`src/rtl/pgt_pkg.sv`:
```
// Purpose: Shared constants for the pattern generator timing configuration block
// Assumes: 20 MHz register clock, byte-wide indirect register space
// Notes:   Offsets are indirect indices unless named as main-space addresses
package pgt_pkg;

  // ----------------------------------------------------------------
  // Main register space addresses
  // ----------------------------------------------------------------
  localparam logic [7:0] PGT_ADDR_INDEX = 8'h66;
  localparam logic [7:0] PGT_ADDR_DATA  = 8'h67;

  // ----------------------------------------------------------------
  // Indirect indices
  // ----------------------------------------------------------------
  localparam logic [7:0] PGT_IDX_CDIV    = 8'h03;
  localparam logic [7:0] PGT_IDX_TOT_WL  = 8'h04;
  localparam logic [7:0] PGT_IDX_TOT_MIX = 8'h05;
  localparam logic [7:0] PGT_IDX_TOT_HH  = 8'h06;
  localparam logic [7:0] PGT_IDX_ACT_WL  = 8'h07;
  localparam logic [7:0] PGT_IDX_ACT_MIX = 8'h08;
  localparam logic [7:0] PGT_IDX_ACT_HH  = 8'h09;
  localparam logic [7:0] PGT_IDX_HSW     = 8'h0a;
  localparam logic [7:0] PGT_IDX_CDIV2   = 8'h1a;

  // ----------------------------------------------------------------
  // Values after reset
  // ----------------------------------------------------------------
  localparam logic [7:0] PGT_RST_CDIV    = 8'h08;
  localparam logic [7:0] PGT_RST_TOT_WL  = 8'h48;
  localparam logic [7:0] PGT_RST_TOT_MIX = 8'h53;
  localparam logic [7:0] PGT_RST_TOT_HH  = 8'h1e;
  localparam logic [7:0] PGT_RST_ACT_WL  = 8'h20;
  localparam logic [7:0] PGT_RST_ACT_MIX = 8'h03;
  localparam logic [7:0] PGT_RST_ACT_HH  = 8'h1e;
  localparam logic [7:0] PGT_RST_HSW     = 8'h0a;
  localparam logic [7:0] PGT_RST_CDIV2   = 8'h01;

  // ----------------------------------------------------------------
  // Field layout and divider figures
  // ----------------------------------------------------------------
  localparam int          PGT_CDIV_N_MSB = 6;
  localparam logic [7:0]  PGT_CDIV_MASK  = 8'h7f;
  localparam int          PGT_LOW_NIB    = 3;
  localparam int          PGT_HIGH_NIB   = 4;
  localparam int          PGT_BASE_MHZ   = 200;
  localparam int          PGT_MULT_MHZ   = 800;
  localparam int          PGT_CLK_MHZ    = 20;
  localparam int          PGT_CLK_PER_NS = 50;

endpackage

```
`src/rtl/pgt_pix_nco.sv`:
```
// Purpose: Pixel rate generator: phase accumulator yielding a scaled pixel tick
// Assumes: Register clock at PGT_CLK_MHZ; tick rate is pixel frequency / SCALE
// Notes:   Rates above the register clock saturate at one tick per cycle
`timescale 1ns/1ps
module pgt_pix_nco import pgt_pkg::*; #(
  parameter int SCALE = 100
) (
  input  wire logic       clk,
  input  wire logic       srst,
  input  wire logic [6:0] div_n,
  input  wire logic [7:0] fac_m,
  output logic            pix_tick,
  output logic            pix_clk
);

  // ----------------------------------------------------------------
  // Rate terms
  // ----------------------------------------------------------------
  logic [31:0] num;
  logic [31:0] den;
  logic [31:0] acc_r;
  logic [31:0] sum;
  logic [31:0] rem;

  // Numerator in MHz: 200 for M of one, else 800*M (M of zero treated as one)
  always_comb begin
    if (fac_m > 8'h01) begin
      num = 32'(PGT_MULT_MHZ) * 32'(fac_m);
    end else begin
      num = 32'(PGT_BASE_MHZ);
    end
    den = 32'(div_n) * 32'(PGT_CLK_MHZ) * 32'(SCALE);
    sum = acc_r + num;
    rem = sum - den;
  end

  // Accumulate; a zero divisor stops the pixel clock rather than dividing by zero
  always_ff @(posedge clk) begin
    if (srst || div_n == 7'h00) begin
      acc_r    <= 32'h0000_0000;
      pix_tick <= 1'b0;
    end else if (sum >= den) begin
      acc_r    <= (rem >= den) ? 32'h0000_0000 : rem; // Saturated rate drops excess
      pix_tick <= 1'b1;
    end else begin
      acc_r    <= sum;
      pix_tick <= 1'b0;
    end
  end

  // Half-rate square wave for observation
  always_ff @(posedge clk) begin
    if (srst) begin
      pix_clk <= 1'b0;
    end else if (pix_tick) begin
      pix_clk <= ~pix_clk;
    end
  end

endmodule

```
`src/rtl/pgt_timing_cfg.sv`:
```
// Purpose: Internal timing configuration of a video test-pattern generator
// Assumes: Byte register port on clk; pg_enable comes from logic on clk
// Notes:   Settings reach the counters only while disabled or at frame end
`timescale 1ns/1ps
module pgt_timing_cfg import pgt_pkg::*; #(
  parameter int SCALE = 100
) (
  input  wire logic        clk,
  input  wire logic        srst,
  input  wire logic [7:0]  reg_addr,
  input  wire logic        reg_wr,
  input  wire logic        reg_rd,
  input  wire logic [7:0]  reg_wdata,
  output logic      [7:0]  reg_rdata,
  input  wire logic        pg_enable,
  output logic      [6:0]  pixel_clock_divisor_n,
  output logic      [7:0]  pixel_clock_factor_m,
  output logic             pix_tick,
  output logic             pix_clk,
  output logic      [11:0] total_line_pixels,
  output logic      [11:0] total_frame_lines,
  output logic      [11:0] active_line_pixels,
  output logic      [11:0] active_frame_lines,
  output logic      [7:0]  hsync_pulse_pixels,
  output logic      [11:0] h_count,
  output logic      [11:0] v_count,
  output logic             hsync,
  output logic             data_active,
  output logic             frame_start
);

  // ----------------------------------------------------------------
  // Indirect register storage
  // ----------------------------------------------------------------
  logic [7:0] index_r;
  logic [7:0] pixel_clock_divisor_r;
  logic [7:0] total_width_low_r;
  logic [7:0] total_size_mixed_r;
  logic [7:0] total_height_high_r;
  logic [7:0] active_width_low_r;
  logic [7:0] active_size_mixed_r;
  logic [7:0] active_height_high_r;
  logic [7:0] hsync_pulse_width_r;
  logic [7:0] second_divider_config_r;
  logic       wr_data;
  logic       wr_index;

  assign wr_index = reg_wr && (reg_addr == PGT_ADDR_INDEX);
  assign wr_data  = reg_wr && (reg_addr == PGT_ADDR_DATA);

  // Index register: selects which indirect byte the data port reaches
  always_ff @(posedge clk) begin
    if (srst) begin
      index_r <= 8'h00;
    end else if (wr_index) begin
      index_r <= reg_wdata;
    end
  end

  // Indirect writes; unlisted indices are reserved and ignored
  always_ff @(posedge clk) begin
    if (srst) begin
      pixel_clock_divisor_r   <= PGT_RST_CDIV;
      total_width_low_r       <= PGT_RST_TOT_WL;
      total_size_mixed_r      <= PGT_RST_TOT_MIX;
      total_height_high_r     <= PGT_RST_TOT_HH;
      active_width_low_r      <= PGT_RST_ACT_WL;
      active_size_mixed_r     <= PGT_RST_ACT_MIX;
      active_height_high_r    <= PGT_RST_ACT_HH;
      hsync_pulse_width_r     <= PGT_RST_HSW;
      second_divider_config_r <= PGT_RST_CDIV2;
    end else if (wr_data) begin
      case (index_r)
        PGT_IDX_CDIV: begin
          pixel_clock_divisor_r <= reg_wdata & PGT_CDIV_MASK; // Bit 7 reserved
        end
        PGT_IDX_TOT_WL: begin
          total_width_low_r <= reg_wdata;
        end
        PGT_IDX_TOT_MIX: begin
          total_size_mixed_r <= reg_wdata;
        end
        PGT_IDX_TOT_HH: begin
          total_height_high_r <= reg_wdata;
        end
        PGT_IDX_ACT_WL: begin
          active_width_low_r <= reg_wdata;
        end
        PGT_IDX_ACT_MIX: begin
          active_size_mixed_r <= reg_wdata;
        end
        PGT_IDX_ACT_HH: begin
          active_height_high_r <= reg_wdata;
        end
        PGT_IDX_HSW: begin
          hsync_pulse_width_r <= reg_wdata;
        end
        PGT_IDX_CDIV2: begin
          second_divider_config_r <= reg_wdata;
        end
        default: begin
        end
      endcase
    end
  end

  // ----------------------------------------------------------------
  // Read path
  // ----------------------------------------------------------------
  logic [7:0] rd_mux;

  // Data register reflects the indexed byte; reserved indices read zero
  always_comb begin
    rd_mux = 8'h00;
    if (reg_addr == PGT_ADDR_INDEX) begin
      rd_mux = index_r;
    end else if (reg_addr == PGT_ADDR_DATA) begin
      case (index_r)
        PGT_IDX_CDIV:    rd_mux = pixel_clock_divisor_r;
        PGT_IDX_TOT_WL:  rd_mux = total_width_low_r;
        PGT_IDX_TOT_MIX: rd_mux = total_size_mixed_r;
        PGT_IDX_TOT_HH:  rd_mux = total_height_high_r;
        PGT_IDX_ACT_WL:  rd_mux = active_width_low_r;
        PGT_IDX_ACT_MIX: rd_mux = active_size_mixed_r;
        PGT_IDX_ACT_HH:  rd_mux = active_height_high_r;
        PGT_IDX_HSW:     rd_mux = hsync_pulse_width_r;
        PGT_IDX_CDIV2:   rd_mux = second_divider_config_r;
        default:         rd_mux = 8'h00;
      endcase
    end
  end

  // Read data is captured on the strobe and held until the next read
  always_ff @(posedge clk) begin
    if (srst) begin
      reg_rdata <= 8'h00;
    end else if (reg_rd) begin
      reg_rdata <= rd_mux;
    end
  end

  // ----------------------------------------------------------------
  // Field assembly from the byte registers
  // ----------------------------------------------------------------
  logic [11:0] tot_w;
  logic [11:0] tot_h;
  logic [11:0] act_w;
  logic [11:0] act_h;

  assign tot_w = {total_size_mixed_r[PGT_LOW_NIB:0], total_width_low_r};
  assign tot_h = {total_height_high_r, total_size_mixed_r[7:PGT_HIGH_NIB]};
  assign act_w = {active_size_mixed_r[PGT_LOW_NIB:0], active_width_low_r};
  assign act_h = {active_height_high_r, active_size_mixed_r[7:PGT_HIGH_NIB]};

  // ----------------------------------------------------------------
  // Applied settings
  // ----------------------------------------------------------------
  logic frame_end;
  logic apply;

  // Mid-frame edits would tear the picture, so they wait for the frame boundary
  assign apply = !pg_enable || frame_end;

  always_ff @(posedge clk) begin
    if (srst) begin
      pixel_clock_divisor_n <= PGT_RST_CDIV[PGT_CDIV_N_MSB:0];
      pixel_clock_factor_m  <= PGT_RST_CDIV2;
      total_line_pixels     <= {PGT_RST_TOT_MIX[PGT_LOW_NIB:0], PGT_RST_TOT_WL};
      total_frame_lines     <= {PGT_RST_TOT_HH, PGT_RST_TOT_MIX[7:PGT_HIGH_NIB]};
      active_line_pixels    <= {PGT_RST_ACT_MIX[PGT_LOW_NIB:0], PGT_RST_ACT_WL};
      active_frame_lines    <= {PGT_RST_ACT_HH, PGT_RST_ACT_MIX[7:PGT_HIGH_NIB]};
      hsync_pulse_pixels    <= PGT_RST_HSW;
    end else if (apply) begin
      pixel_clock_divisor_n <= pixel_clock_divisor_r[PGT_CDIV_N_MSB:0];
      pixel_clock_factor_m  <= second_divider_config_r;
      total_line_pixels     <= tot_w;
      total_frame_lines     <= tot_h;
      active_line_pixels    <= act_w;
      active_frame_lines    <= act_h;
      hsync_pulse_pixels    <= hsync_pulse_width_r;
    end
  end

  // ----------------------------------------------------------------
  // Pixel clock
  // ----------------------------------------------------------------
  pgt_pix_nco #(
    .SCALE (SCALE)
  ) u_nco (
    .clk      (clk),
    .srst     (srst),
    .div_n    (pixel_clock_divisor_n),
    .fac_m    (pixel_clock_factor_m),
    .pix_tick (pix_tick),
    .pix_clk  (pix_clk)
  );

  // ----------------------------------------------------------------
  // Timing counters
  // ----------------------------------------------------------------
  logic [11:0] h_last;
  logic [11:0] v_last;
  logic        h_wrap;

  // A total of zero wraps to the full 4096 count instead of locking up
  assign h_last    = total_line_pixels - 12'h001;
  assign v_last    = total_frame_lines - 12'h001;
  assign h_wrap    = pix_tick && (h_count == h_last);
  assign frame_end = pg_enable && h_wrap && (v_count == v_last);

  // Pixel counter along the line
  always_ff @(posedge clk) begin
    if (srst || !pg_enable) begin
      h_count <= 12'h000;
    end else if (h_wrap) begin
      h_count <= 12'h000;
    end else if (pix_tick) begin
      h_count <= h_count + 12'h001;
    end
  end

  // Line counter down the frame
  always_ff @(posedge clk) begin
    if (srst || !pg_enable) begin
      v_count <= 12'h000;
    end else if (frame_end) begin
      v_count <= 12'h000;
    end else if (h_wrap) begin
      v_count <= v_count + 12'h001;
    end
  end

  // ----------------------------------------------------------------
  // Sync, blanking and frame marker
  // ----------------------------------------------------------------
  logic [12:0] hs_end;

  // Sync sits at the start of horizontal blanking; a width of zero gives no pulse
  assign hs_end = {1'b0, active_line_pixels} + {5'h00, hsync_pulse_pixels};

  always_ff @(posedge clk) begin
    if (srst || !pg_enable) begin
      hsync       <= 1'b0;
      data_active <= 1'b0;
    end else begin
      hsync       <= (h_count >= active_line_pixels) && ({1'b0, h_count} < hs_end);
      data_active <= (h_count < active_line_pixels) && (v_count < active_frame_lines);
    end
  end

  // One-cycle marker when the counters restart at the top of a frame
  always_ff @(posedge clk) begin
    if (srst) begin
      frame_start <= 1'b0;
    end else begin
      frame_start <= frame_end;
    end
  end

endmodule

```
`config.mk`:
```
export PLATFORM = sky130hd
export DESIGN_NAME = pgt_timing_cfg
export DESIGN_NICKNAME = d
export VERILOG_FILES = /design/src/rtl/pgt_pkg.sv /design/src/rtl/pgt_pix_nco.sv /design/src/rtl/pgt_timing_cfg.sv
export SDC_FILE = /design/constraint.sdc
export NUM_CORES = 1
export LEC_CHECK = 0
export BUFFER_PORTS_ARGS = -buffer_cell sky130_fd_sc_hd__buf_2
export CAP_MARGIN = 40
export CORE_MARGIN = 2
export CORE_UTILIZATION = 40
export DETAILED_ROUTE_END_ITERATION = 10
export HOLD_SLACK_MARGIN = 0.06
export SLEW_MARGIN = 20
export SYNTH_ARGS = -nofsm -noshare
export SYNTH_HDL_FRONTEND = slang
export SYNTH_HIERARCHICAL = 1
export SYNTH_SLANG_ARGS = --single-unit
export TNS_END_PERCENT = 30
```
`constraint.sdc`:
```
create_clock -name clk -period 7.1 [get_ports clk]
set_clock_uncertainty 0.1 [all_clocks]
set_input_delay 1.065 -clock clk [delete_from_list [all_inputs] [get_ports clk]]
set_output_delay 1.065 -clock clk [all_outputs]
set_load 0.02 [all_outputs]
```
==> flow_summary.yaml, run 1 <==
drt:
  wl_per_cell_um: 18.1
  wirelength_um: 43600
  drtPass1Iterations: 5
  drc: 0
  ant_nets: 0
  drt_iter0_drc: 741
  via_per_inst: 5.44
  vias: 13100
global_route:
  met1_usage: 0.283
  gr-max-usage-layer: "met2"
  grt.met3_usage: 0.0277
  antenna_found_initial: 0
  grt_pass1_vias: 12800
  grt_overflow: 0
  track_usage: 0.208
  grt_max_degree: 91
  grt_first_pass_wirelength_um: 68700
  gr-usage-met2: 0.344
logic_synthesis:
  yosysUniqueCellTypes: 95
  synth_area_leaders: "dfxtp_1, ha_1, mux2i_1"
  netlist_area_um2: 15600
  synth_top_area_cell: "dfxtp_1"
  synth_top_area_share: 0.278
  synth-seq-cells: 216
  yosysMostFrequentCell: "dfxtp_1"
  seq_area_frac_synth: 0.278
  synth_cells: 1772
  yosys_warnings: 6
  avgSynthCellArea_um2: 8.79
  async_flop_share: 0
  synth_top_cells_by_count: "dfxtp_1, nor2_1, ha_1"
  synthFlopType: "dfxtp_1"
  synth-edff-count: 0
floorplanning:
  row_count: 72
  fp.dieH_um: 201
  die_x_um: 201
  initial_core_util: 0.404
  pin_count: 129
  coreArea_um2: 38600
  die_area_um2: 40500
setup_path:
  crit_path_max_fanout: 8
  crit_top_cell: "ha_1"
  slowest_stage: "fa_2"
  critPathCaptureType: "flop"
  crit_type: "reg2reg"
  cp.required_ns: 7.46
  start_kind: "flop"
  crit_arrival_ns: 7.12
  cpPeakStageDelay_ns: 0.58
layout:
  fin_area_um2: 17700
  final_layout_size_suffix_gt1_frac: 0.147
  layout.nets: 2078
  diodes: 0
  area_growth_syn_to_layout_pct: 13.3
  final_util: 0.458
pwr:
  clkPwrFrac: 0.500
  finalPower_uw: 2670
  seqPwrFrac: 0.459
  power.leakage_uw: 0.00750
  p_sw_frac: 0.228
  p_per_area_nw_per_um2: 151
  internal_power_uw: 2060
  p_switching_uw: 610
  power_frac_comb: 0.040
  peakVddDrop_uv: 196
clock_tree:
  cts_tree: "done"
  cts_buffers: 24
  clk-insertion-delay-late_ns: 0.53
  path_clk_slew_ns: 0.06
  root_buffer: "clkbuf_16"
  cts.sinks: 216
  h-tree-depth: 1
  clock_path_buffers: 3
outcome:
  status: "complete, no violations"
sta:
  min_period_ns: 6.76
  setup_violations: 0
  timing.final.crit_share: 0.952
  hold_violations: 0
  slew_viol_final: 0
  worst_pin_slew_ns: 0.782
  tns_ns: 0
  relSlewSlack: 0.474
  max_freq_ghz: 0.148
worst_hold_path:
  hold_class: "reg2reg"
placement:
  portBuffers: 128
  dp_hpwl_um: 33200
  finalWeightedCongestion: 0.915
  place_area_um2: 16500
flow_run:
  maxCapViolCount: 0
cell type report:
type	instances	area, um^2
Multi-Input combinational cell	1392	10600
Sequential cell	216	4330
Timing Repair Buffer	157	908
Clock inverter	13	185
Inverter	83	312
Tap cell	518	648
Clock buffer	31	657
Fill cell	3892	20900
critical path: cells and delay by family (launching register included):
kind | cells | cell delay (ns)
xor+xnor | 2 | 0.39
simple gates | 7 | 1.40
compound gates | 9 | 1.45
flops | 1 | 0.34
fa+ha+maj | 9 | 3.03
registers in the layout (all words and copies together) (netlist names), 7 cells and up:
register and count:
active_line_pixels 12, second_divider_config_r 8, total_height_high_r 8, total_frame_lines 12, pixel_clock_factor_m 8, total_width_low_r 8
pixel_clock_divisor_r 7, total_line_pixels 12, hsync_pulse_pixels 8, pixel_clock_divisor_n 7, active_width_low_r 8, total_size_mixed_r 8
active_size_mixed_r 8, h_count 12, v_count 12, active_height_high_r 8, index_r 8, reg_rdata 8
u_nco/acc_r 29, active_frame_lines 12, hsync_pulse_width_r 8
cell families (layout without fill, tap and decap cells):
family / Yosys count / after routing / synth area share
other cells: 1 / 13 / 0.000241
fa+ha+maj: 183 / 183 / 0.152
buf+inv: 177 / 284 / 0.0575
mux: 137 / 137 / 0.0951
xor+xnor: 104 / 104 / 0.0590
compound gates: 352 / 352 / 0.159
simple gates: 602 / 603 / 0.199
flops: 216 / 216 / 0.278
power by group through the flow:
stage / clock network, uW / registers, uW / logic (uW)
2_1_floorplan: 0 / 1260 / 79.1
3_3_place_gp: 0 / 1250 / 103
3_5_place_dp: 0 / 1250 / 107
4_1_cts: 1360 / 1230 / 107
5_1_grt: 1400 / 1230 / 117
6_report: 1340 / 1230 / 108
per-stage QoR:
step,cells,setup WS (ns),hold WS [ns]
finish,2410,0.342,0.372
floorplan,1784,0.347,0.344
global route,2410,-0.0137,0.401
detailed placement,2356,-0.0914,0.363
global placement,2348,0.154,0.359
CTS,2400,0.0633,0.372
final timing paths:
check                                         from                    endpoint  slack [ns]  depth (start not counted)
min reg2reg                index_r[5]$_SDFFE_PP0P_     index_r[5]$_SDFFE_PP0P_        0.37                          2
max reg2reg  pixel_clock_divisor_n[3]$_SDFFE_PP1P_  u_nco/acc_r[17]$_SDFF_PP0_        0.34                         27
max          pixel_clock_divisor_n[3]$_SDFFE_PP1P_  u_nco/acc_r[17]$_SDFF_PP0_        0.34                         27
min                        index_r[5]$_SDFFE_PP0P_     index_r[5]$_SDFFE_PP0P_        0.37                          2
per-layer routing:
layer  up-vias  wire, um
met5         -         0
met4         0      1130
met3        78      2040
met2       327     19900
met1      6252     20500
li1       6464         -
layout by cell type (no fill, tap or decap), drive strengths merged, types with 21 or more instances in the layout:
cell    Yosys  final
nor2      175    175
nand2b    121    121
o21ai      70     70
xnor2      58     58
buf        32    157
nor2b      29     29
mux2i     124    124
a21o       33     33
nand3      56     56
dfxtp     216    216
clkbuf     62     31
nand4      21     21
inv        83     83
a21oi      76     76
ha        172    172
nand2      98     98
xor2       46     46
a22oi      28     28
nor3       31     31
timing repair:
item	4_1_cts	5_1_grt
pin swaps	0	20
gates cloned	0	1
setup endpoints to repair	16	16
hold buffers	0	0
setup buffers	0	9
gates resized for setup	1	42
No activity file was read; power rests on OpenSTA's default activity.
==> run 2, diff against run 1 <==
--- a/config.mk
+++ b/config.mk
@@ -11,6 +11,7 @@
 export CORE_UTILIZATION = 40
 export DETAILED_ROUTE_END_ITERATION = 10
 export HOLD_SLACK_MARGIN = 0.06
+export SETUP_SLACK_MARGIN = 0.5
 export SLEW_MARGIN = 20
 export SYNTH_ARGS = -nofsm -noshare
 export SYNTH_HDL_FRONTEND = slang
==> flow_summary.yaml, run 2 (same netlist as run 1, synthesis figures left out) <==
outcome:
  status: "complete, no violations"
sta:
  setup_violations: 0
  worst_pin_slew_ns: 0.826
  layout_setup_ws_ns: 0.778
  rsz0062_at_grt: "no"
  timing.final.crit_share: 0.890
  min_period_ns: 6.32
  relSlewSlack: 0.445
  max_freq_ghz: 0.158
  hold_violations: 0
  whs_ns: 0.379
  slew_viol_final: 0
  tns_ns: 0
global_route:
  antenna_found_initial: 0
  track_usage: 0.212
  grt_first_pass_wirelength_um: 69500
  grt_overflow: 0
  grt_pass1_vias: 12600
  grt_max_degree: 73
worst_hold_path:
  holdPathEnd: "index_r[5]$_SDFFE_PP0P_"
  hold_class: "reg2reg"
  whs_path_depth: 2
  min_from: "index_r[5]$_SDFFE_PP0P_"
drt:
  drt_iter0_drc: 819
  via_per_inst: 5.44
  drc: 0
  vias: 13100
  wl_per_cell_um: 18.1
  wirelength_um: 43700
  drtPass1Iterations: 6
  ant_nets: 0
setup_path:
  cpPeakStageDelay_ns: 0.50
  crit_top_cell: "ha_1"
  slowest_stage: "fa_1"
  cp.required_ns: 7.44
  critPathCaptureType: "flop"
  rr_worst_depth: 28
  crit_type: "reg2reg"
  crit_path_max_fanout: 16
  r2r_setup_slack_ns: 0.78
  start_kind: "flop"
  reg2reg_to: "u_nco/acc_r[8]$_SDFF_PP0_"
  crit_arrival_ns: 6.67
  r2r_start: "pixel_clock_divisor_n[5]$_SDFFE_PP0P_"
layout:
  area_growth_syn_to_layout_pct: 16.2
  diodes: 0
  fin_area_um2: 18100
  layout.nets: 2083
  top_register: "u_nco/acc_r"
  largest_register_ffs: 29
  final_util: 0.470
  final_layout_size_suffix_gt1_frac: 0.175
  final_common_cell: "dfxtp_1"
  layout_common_cells: "dfxtp_1, nor2_1, ha_1, buf_2, mux2i_1"
floorplanning:
  die_x_um: 201
  coreArea_um2: 38600
  die_area_um2: 40500
  pin_count: 129
  row_count: 72
  initial_core_util: 0.404
  fp.dieH_um: 201
placement:
  place_area_um2: 16500
  dp_hpwl_um: 33000
  finalWeightedCongestion: 0.905
  portBuffers: 128
  place_ws_ns: 0.222
clock_tree:
  h-tree-depth: 1
  cts_buffers: 27
  clk-insertion-delay-late_ns: 0.57
  cts_tree: "done"
  root_buffer: "clkbuf_16"
  clock_path_buffers: 3
  path_clk_slew_ns: 0.06
  cts.sinks: 216
flow_run:
  maxCapViolCount: 0
pwr:
  p_per_area_nw_per_um2: 157
  peakVddDrop_uv: 157
  power.leakage_uw: 0.00760
-- run 2: repair_timing --
action / 4_1_cts / 5_1_grt
setup endpoints to repair: 16 / 16
pin swaps: 11 / 30
hold buffers: 0 / 0
cloned: 0 / 0
gates resized for setup: 19 / 70
buffers inserted: 9 / 7
-- run 2: cell type report --
class                           instances  area, um^2
Clock buffer                           32         734
Clock inverter                         17         254
Fill cell                            3821       20400
Inverter                               83         312
Multi-Input combinational cell       1391       10900
Sequential cell                       216        4340
Tap cell                              518         648
Timing Repair Buffer                  160         911
-- run 2: per-stage QoR --
| stage | total power, uW | cells |
|---|---|---|
| 2_1_floorplan | 1340 | 1784 |
| 3_3_place_gp | 1360 | 2345 |
| 3_5_place_dp | 1360 | 2352 |
| 4_1_cts | 2890 | 2410 |
| 5_1_grt | 2940 | 2417 |
| 6_report | 2850 | 2417 |
-- run 2: layer usage --
metal	vias up	GRT usage	wire length [um]
li1	6491	-	-
met1	6272	0.289	20100
met2	328	0.347	20200
met3	51	0.0353	2400
met4	0	0.0575	985
met5	-	0	0
-- run 2: how the worst max path moves through the flow --
stage | from | endpoint | slack (ns)
after global placement | pixel_clock_divisor_n[1]$_SDFFE_PP0P_ | u_nco/acc_r[6]$_SDFF_PP0_ | 0.33
after CTS | pixel_clock_divisor_n[1]$_SDFFE_PP0P_ | u_nco/acc_r[5]$_SDFF_PP0_ | 0.52
after floorplan | pixel_clock_divisor_n[3]$_SDFFE_PP1P_ | u_nco/acc_r[11]$_SDFF_PP0_ | 0.52
after detailed placement | pixel_clock_divisor_n[1]$_SDFFE_PP0P_ | u_nco/acc_r[5]$_SDFF_PP0_ | 0.22
final | pixel_clock_divisor_n[5]$_SDFFE_PP0P_ | u_nco/acc_r[8]$_SDFF_PP0_ | 0.78
after global routing | pixel_clock_factor_m[0]$_SDFFE_PP1P_ | u_nco/acc_r[8]$_SDFF_PP0_ | 0.43
-- run 2: worst max-delay path, delay by kind of cell (launching register included) --
kind | cells | cell delay (ns)
adder cells (fa/ha/maj) | 8 | 2.63
flip-flops | 1 | 0.42
XOR/XNOR | 3 | 0.43
buffers and inverters | 5 | 0.38
AND/OR/NAND/NOR | 5 | 0.92
AO/OA/AOI/OAI | 7 | 1.31
-- run 2: where the power goes --
part	switching, uW	leakage [uW]	internal [uW]
combinational	67.0	0.00537	39.9
sequential	8.42	0.00175	1220
clock	585	0.000473	930
==> run 3, diff against run 2 <==
--- a/config.mk
+++ b/config.mk
@@ -9,9 +9,11 @@
 export CAP_MARGIN = 40
 export CORE_MARGIN = 2
 export CORE_UTILIZATION = 40
+export CTS_CLUSTER_DIAMETER = 120
 export DETAILED_ROUTE_END_ITERATION = 10
 export HOLD_SLACK_MARGIN = 0.06
 export SETUP_SLACK_MARGIN = 0.5
+export SKIP_LAST_GASP = 1
 export SLEW_MARGIN = 20
 export SYNTH_ARGS = -nofsm -noshare
 export SYNTH_HDL_FRONTEND = slang
==> constraint.sdc (replaced) <==
create_clock -name clk -period 7.1 [get_ports clk]
set_clock_uncertainty 0.1 [all_clocks]
set_input_delay 0.71 -clock clk [delete_from_list [all_inputs] [get_ports clk]]
set_output_delay 0.71 -clock clk [all_outputs]
set_load 0.02 [all_outputs]
==> flow_summary.yaml, run 3 (same netlist as run 1, synthesis figures left out) <==
setup_path:
  crit_arrival_ns: 6.82
  crit_type: "reg2reg"
  slowest_stage: "fa_2"
  path_delay_family: "adder cells"
  start_kind: "flop"
  cp.required_ns: 7.43
  crit_top_cell: "ha_4"
  crit_path_max_fanout: 16
  cpPeakStageDelay_ns: 0.60
  cp.buffers_inverters: 2
  critPathCaptureType: "flop"
layout:
  largest_register_ffs: 29
  final_cell_count_no_fill: 2450
  final_common_cell: "dfxtp_1"
  final_layout_size_suffix_gt1_frac: 0.192
  diodes: 0
  layout_common_cells: "dfxtp_1, nor2_1, ha_1, buf_2, mux2i_1"
  layout.nets: 2119
  area_growth_syn_to_layout_pct: 17.7
  top_register: "u_nco/acc_r"
drt:
  via_per_inst: 5.42
  vias: 13300
  wirelength_um: 44700
  drtPass1Iterations: 7
  drc: 0
  ant_nets: 0
  wl_per_cell_um: 18.2
  drt_iter0_drc: 806
pwr:
  p_per_area_nw_per_um2: 149
  peakVddDrop_uv: 178
  power.leakage_uw: 0.00772
  finalPower_uw: 2740
clock_tree:
  root_buffer: "clkbuf_16"
  clock_path_buffers: 3
  cts_buffers: 26
  cts_tree: "done"
  path_clk_slew_ns: 0.06
  cts.sinks: 216
  h-tree-depth: 1
  clk-insertion-delay-late_ns: 0.57
global_route:
  antenna_found_initial: 0
  grt_first_pass_wirelength_um: 70600
  grt_max_degree: 73
  grt_pass1_vias: 13100
  track_usage: 0.215
  grt_overflow: 0
placement:
  portBuffers: 128
  place_ws_ns: 0.167
  dp_cells: 2353
  finalWeightedCongestion: 0.909
  dp_hpwl_um: 33000
floorplanning:
  initial_core_util: 0.404
  coreArea_um2: 38600
  die_x_um: 201
  pin_count: 129
  row_count: 72
  die_area_um2: 40500
  fp.dieH_um: 201
sta:
  min_period_ns: 6.49
  hold_violations: 0
  slew_viol_final: 0
  setup_violations: 0
  max_freq_ghz: 0.154
  layout_setup_ws_ns: 0.607
  timing.final.crit_share: 0.915
  worst_pin_slew_ns: 0.823
  tns_ns: 0
  rsz0062_at_grt: "yes"
  relSlewSlack: 0.447
outcome:
  status: "complete, no violations"
worst_hold_path:
  hold_class: "reg2reg"
flow_run:
  maxCapViolCount: 0
run 3: cell types whose count changed in the layout (fill, tap and decap cells not counted), moves of 2 or more:
| cell | change |
|---|---|
| a21oi_1 | -2 |
| buf_4 | +37 |
| clkbuf_8 | -2 |
| clkinv_2 | +4 |
| clkinvlp_4 | -3 |
| ha_1 | -3 |
| ha_4 | +3 |
| nor2_1 | -2 |
| nor2_2 | +2 |
| xor2_1 | +2 |
| xor2_2 | -2 |
run 3: worst paths after layout:
path / from / end / slack, ns / depth (start not counted)
setup reg to reg: pixel_clock_divisor_n[1]$_SDFFE_PP0P_ / u_nco/acc_r[17]$_SDFF_PP0_ / 0.61 / 27
hold reg to reg: index_r[5]$_SDFFE_PP0P_ / index_r[5]$_SDFFE_PP0P_ / 0.37 / 2
hold / removal: index_r[5]$_SDFFE_PP0P_ / index_r[5]$_SDFFE_PP0P_ / 0.37 / 2
setup / recovery: pixel_clock_divisor_n[1]$_SDFFE_PP0P_ / u_nco/acc_r[17]$_SDFF_PP0_ / 0.61 / 27
run 3: final cells by class:
cell class / instances / area (um^2)
clock inverter: 15 / 214
inverter: 83 / 312
clock buffer: 30 / 686
fill: 3788 / 20200
timing repair buffer: 197 / 1190
multi-input combinational: 1391 / 10900
tap: 518 / 648
sequential: 216 / 4350
run 3: power by group:
part	total (uW)	leakage, uW	switching [uW]	internal (uW)
clock network	1400	0.000442	560	842
registers	1230	0.00175	8.40	1220
logic	106	0.00552	66.4	39.6
total	2740	0.00772	635	2100
run 3: per-stage QoR:
stage	hold slack, ns	instance area [um^2]	util
after floorplan	0.344	15600	-
after global placement	0.360	16400	0.426
after detailed placement	0.361	16500	0.428
after CTS	0.369	17700	0.460
after global routing	0.390	18300	0.475
final	0.367	18300	0.475
run 3: worst reg2reg max path, stage by stage, from the launching register on:
cell and delay (ns):
dfxtp_4 0.36, ha_4 0.24, ha_4 0.16, fa_2 0.60, ha_4 0.23, ha_4 0.21
fa_1 0.56, ha_4 0.23, o21a_1 0.18, o31a_1 0.13, o21ai_2 0.16, nand2_2 0.09
xnor2_2 0.22, ha_4 0.25, buf_4 0.14, a21oi_1 0.24, o21ai_1 0.14, a21o_1 0.19
a21oi_1 0.18, xnor2_1 0.12, ha_1 0.31, nand3_1 0.09, or3_2 0.49, nand4_1 0.12
nor3b_2 0.05, and4_1 0.18, buf_6 0.15, a22o_1 0.24
run 3: timing repair:
item,in CTS,in global routing
pin swaps,15,41
hold buffers,0,0
buffers inserted,35,17
resized for setup,20,78
setup endpoints to repair,16,16
hold endpoints to repair,0,0
run 3: per-layer routing:
layer / GRT usage / part of all wire / vias to the layer above / wire, um
met5: 0 / 0 / - / 0
met4: 0.0588 / 0.028 / 0 / 1240
met3: 0.0326 / 0.044 / 73 / 1990
met2: 0.357 / 0.46 / 316 / 20800
met1: 0.289 / 0.46 / 6330 / 20700
li1: - / - / 6562 / -
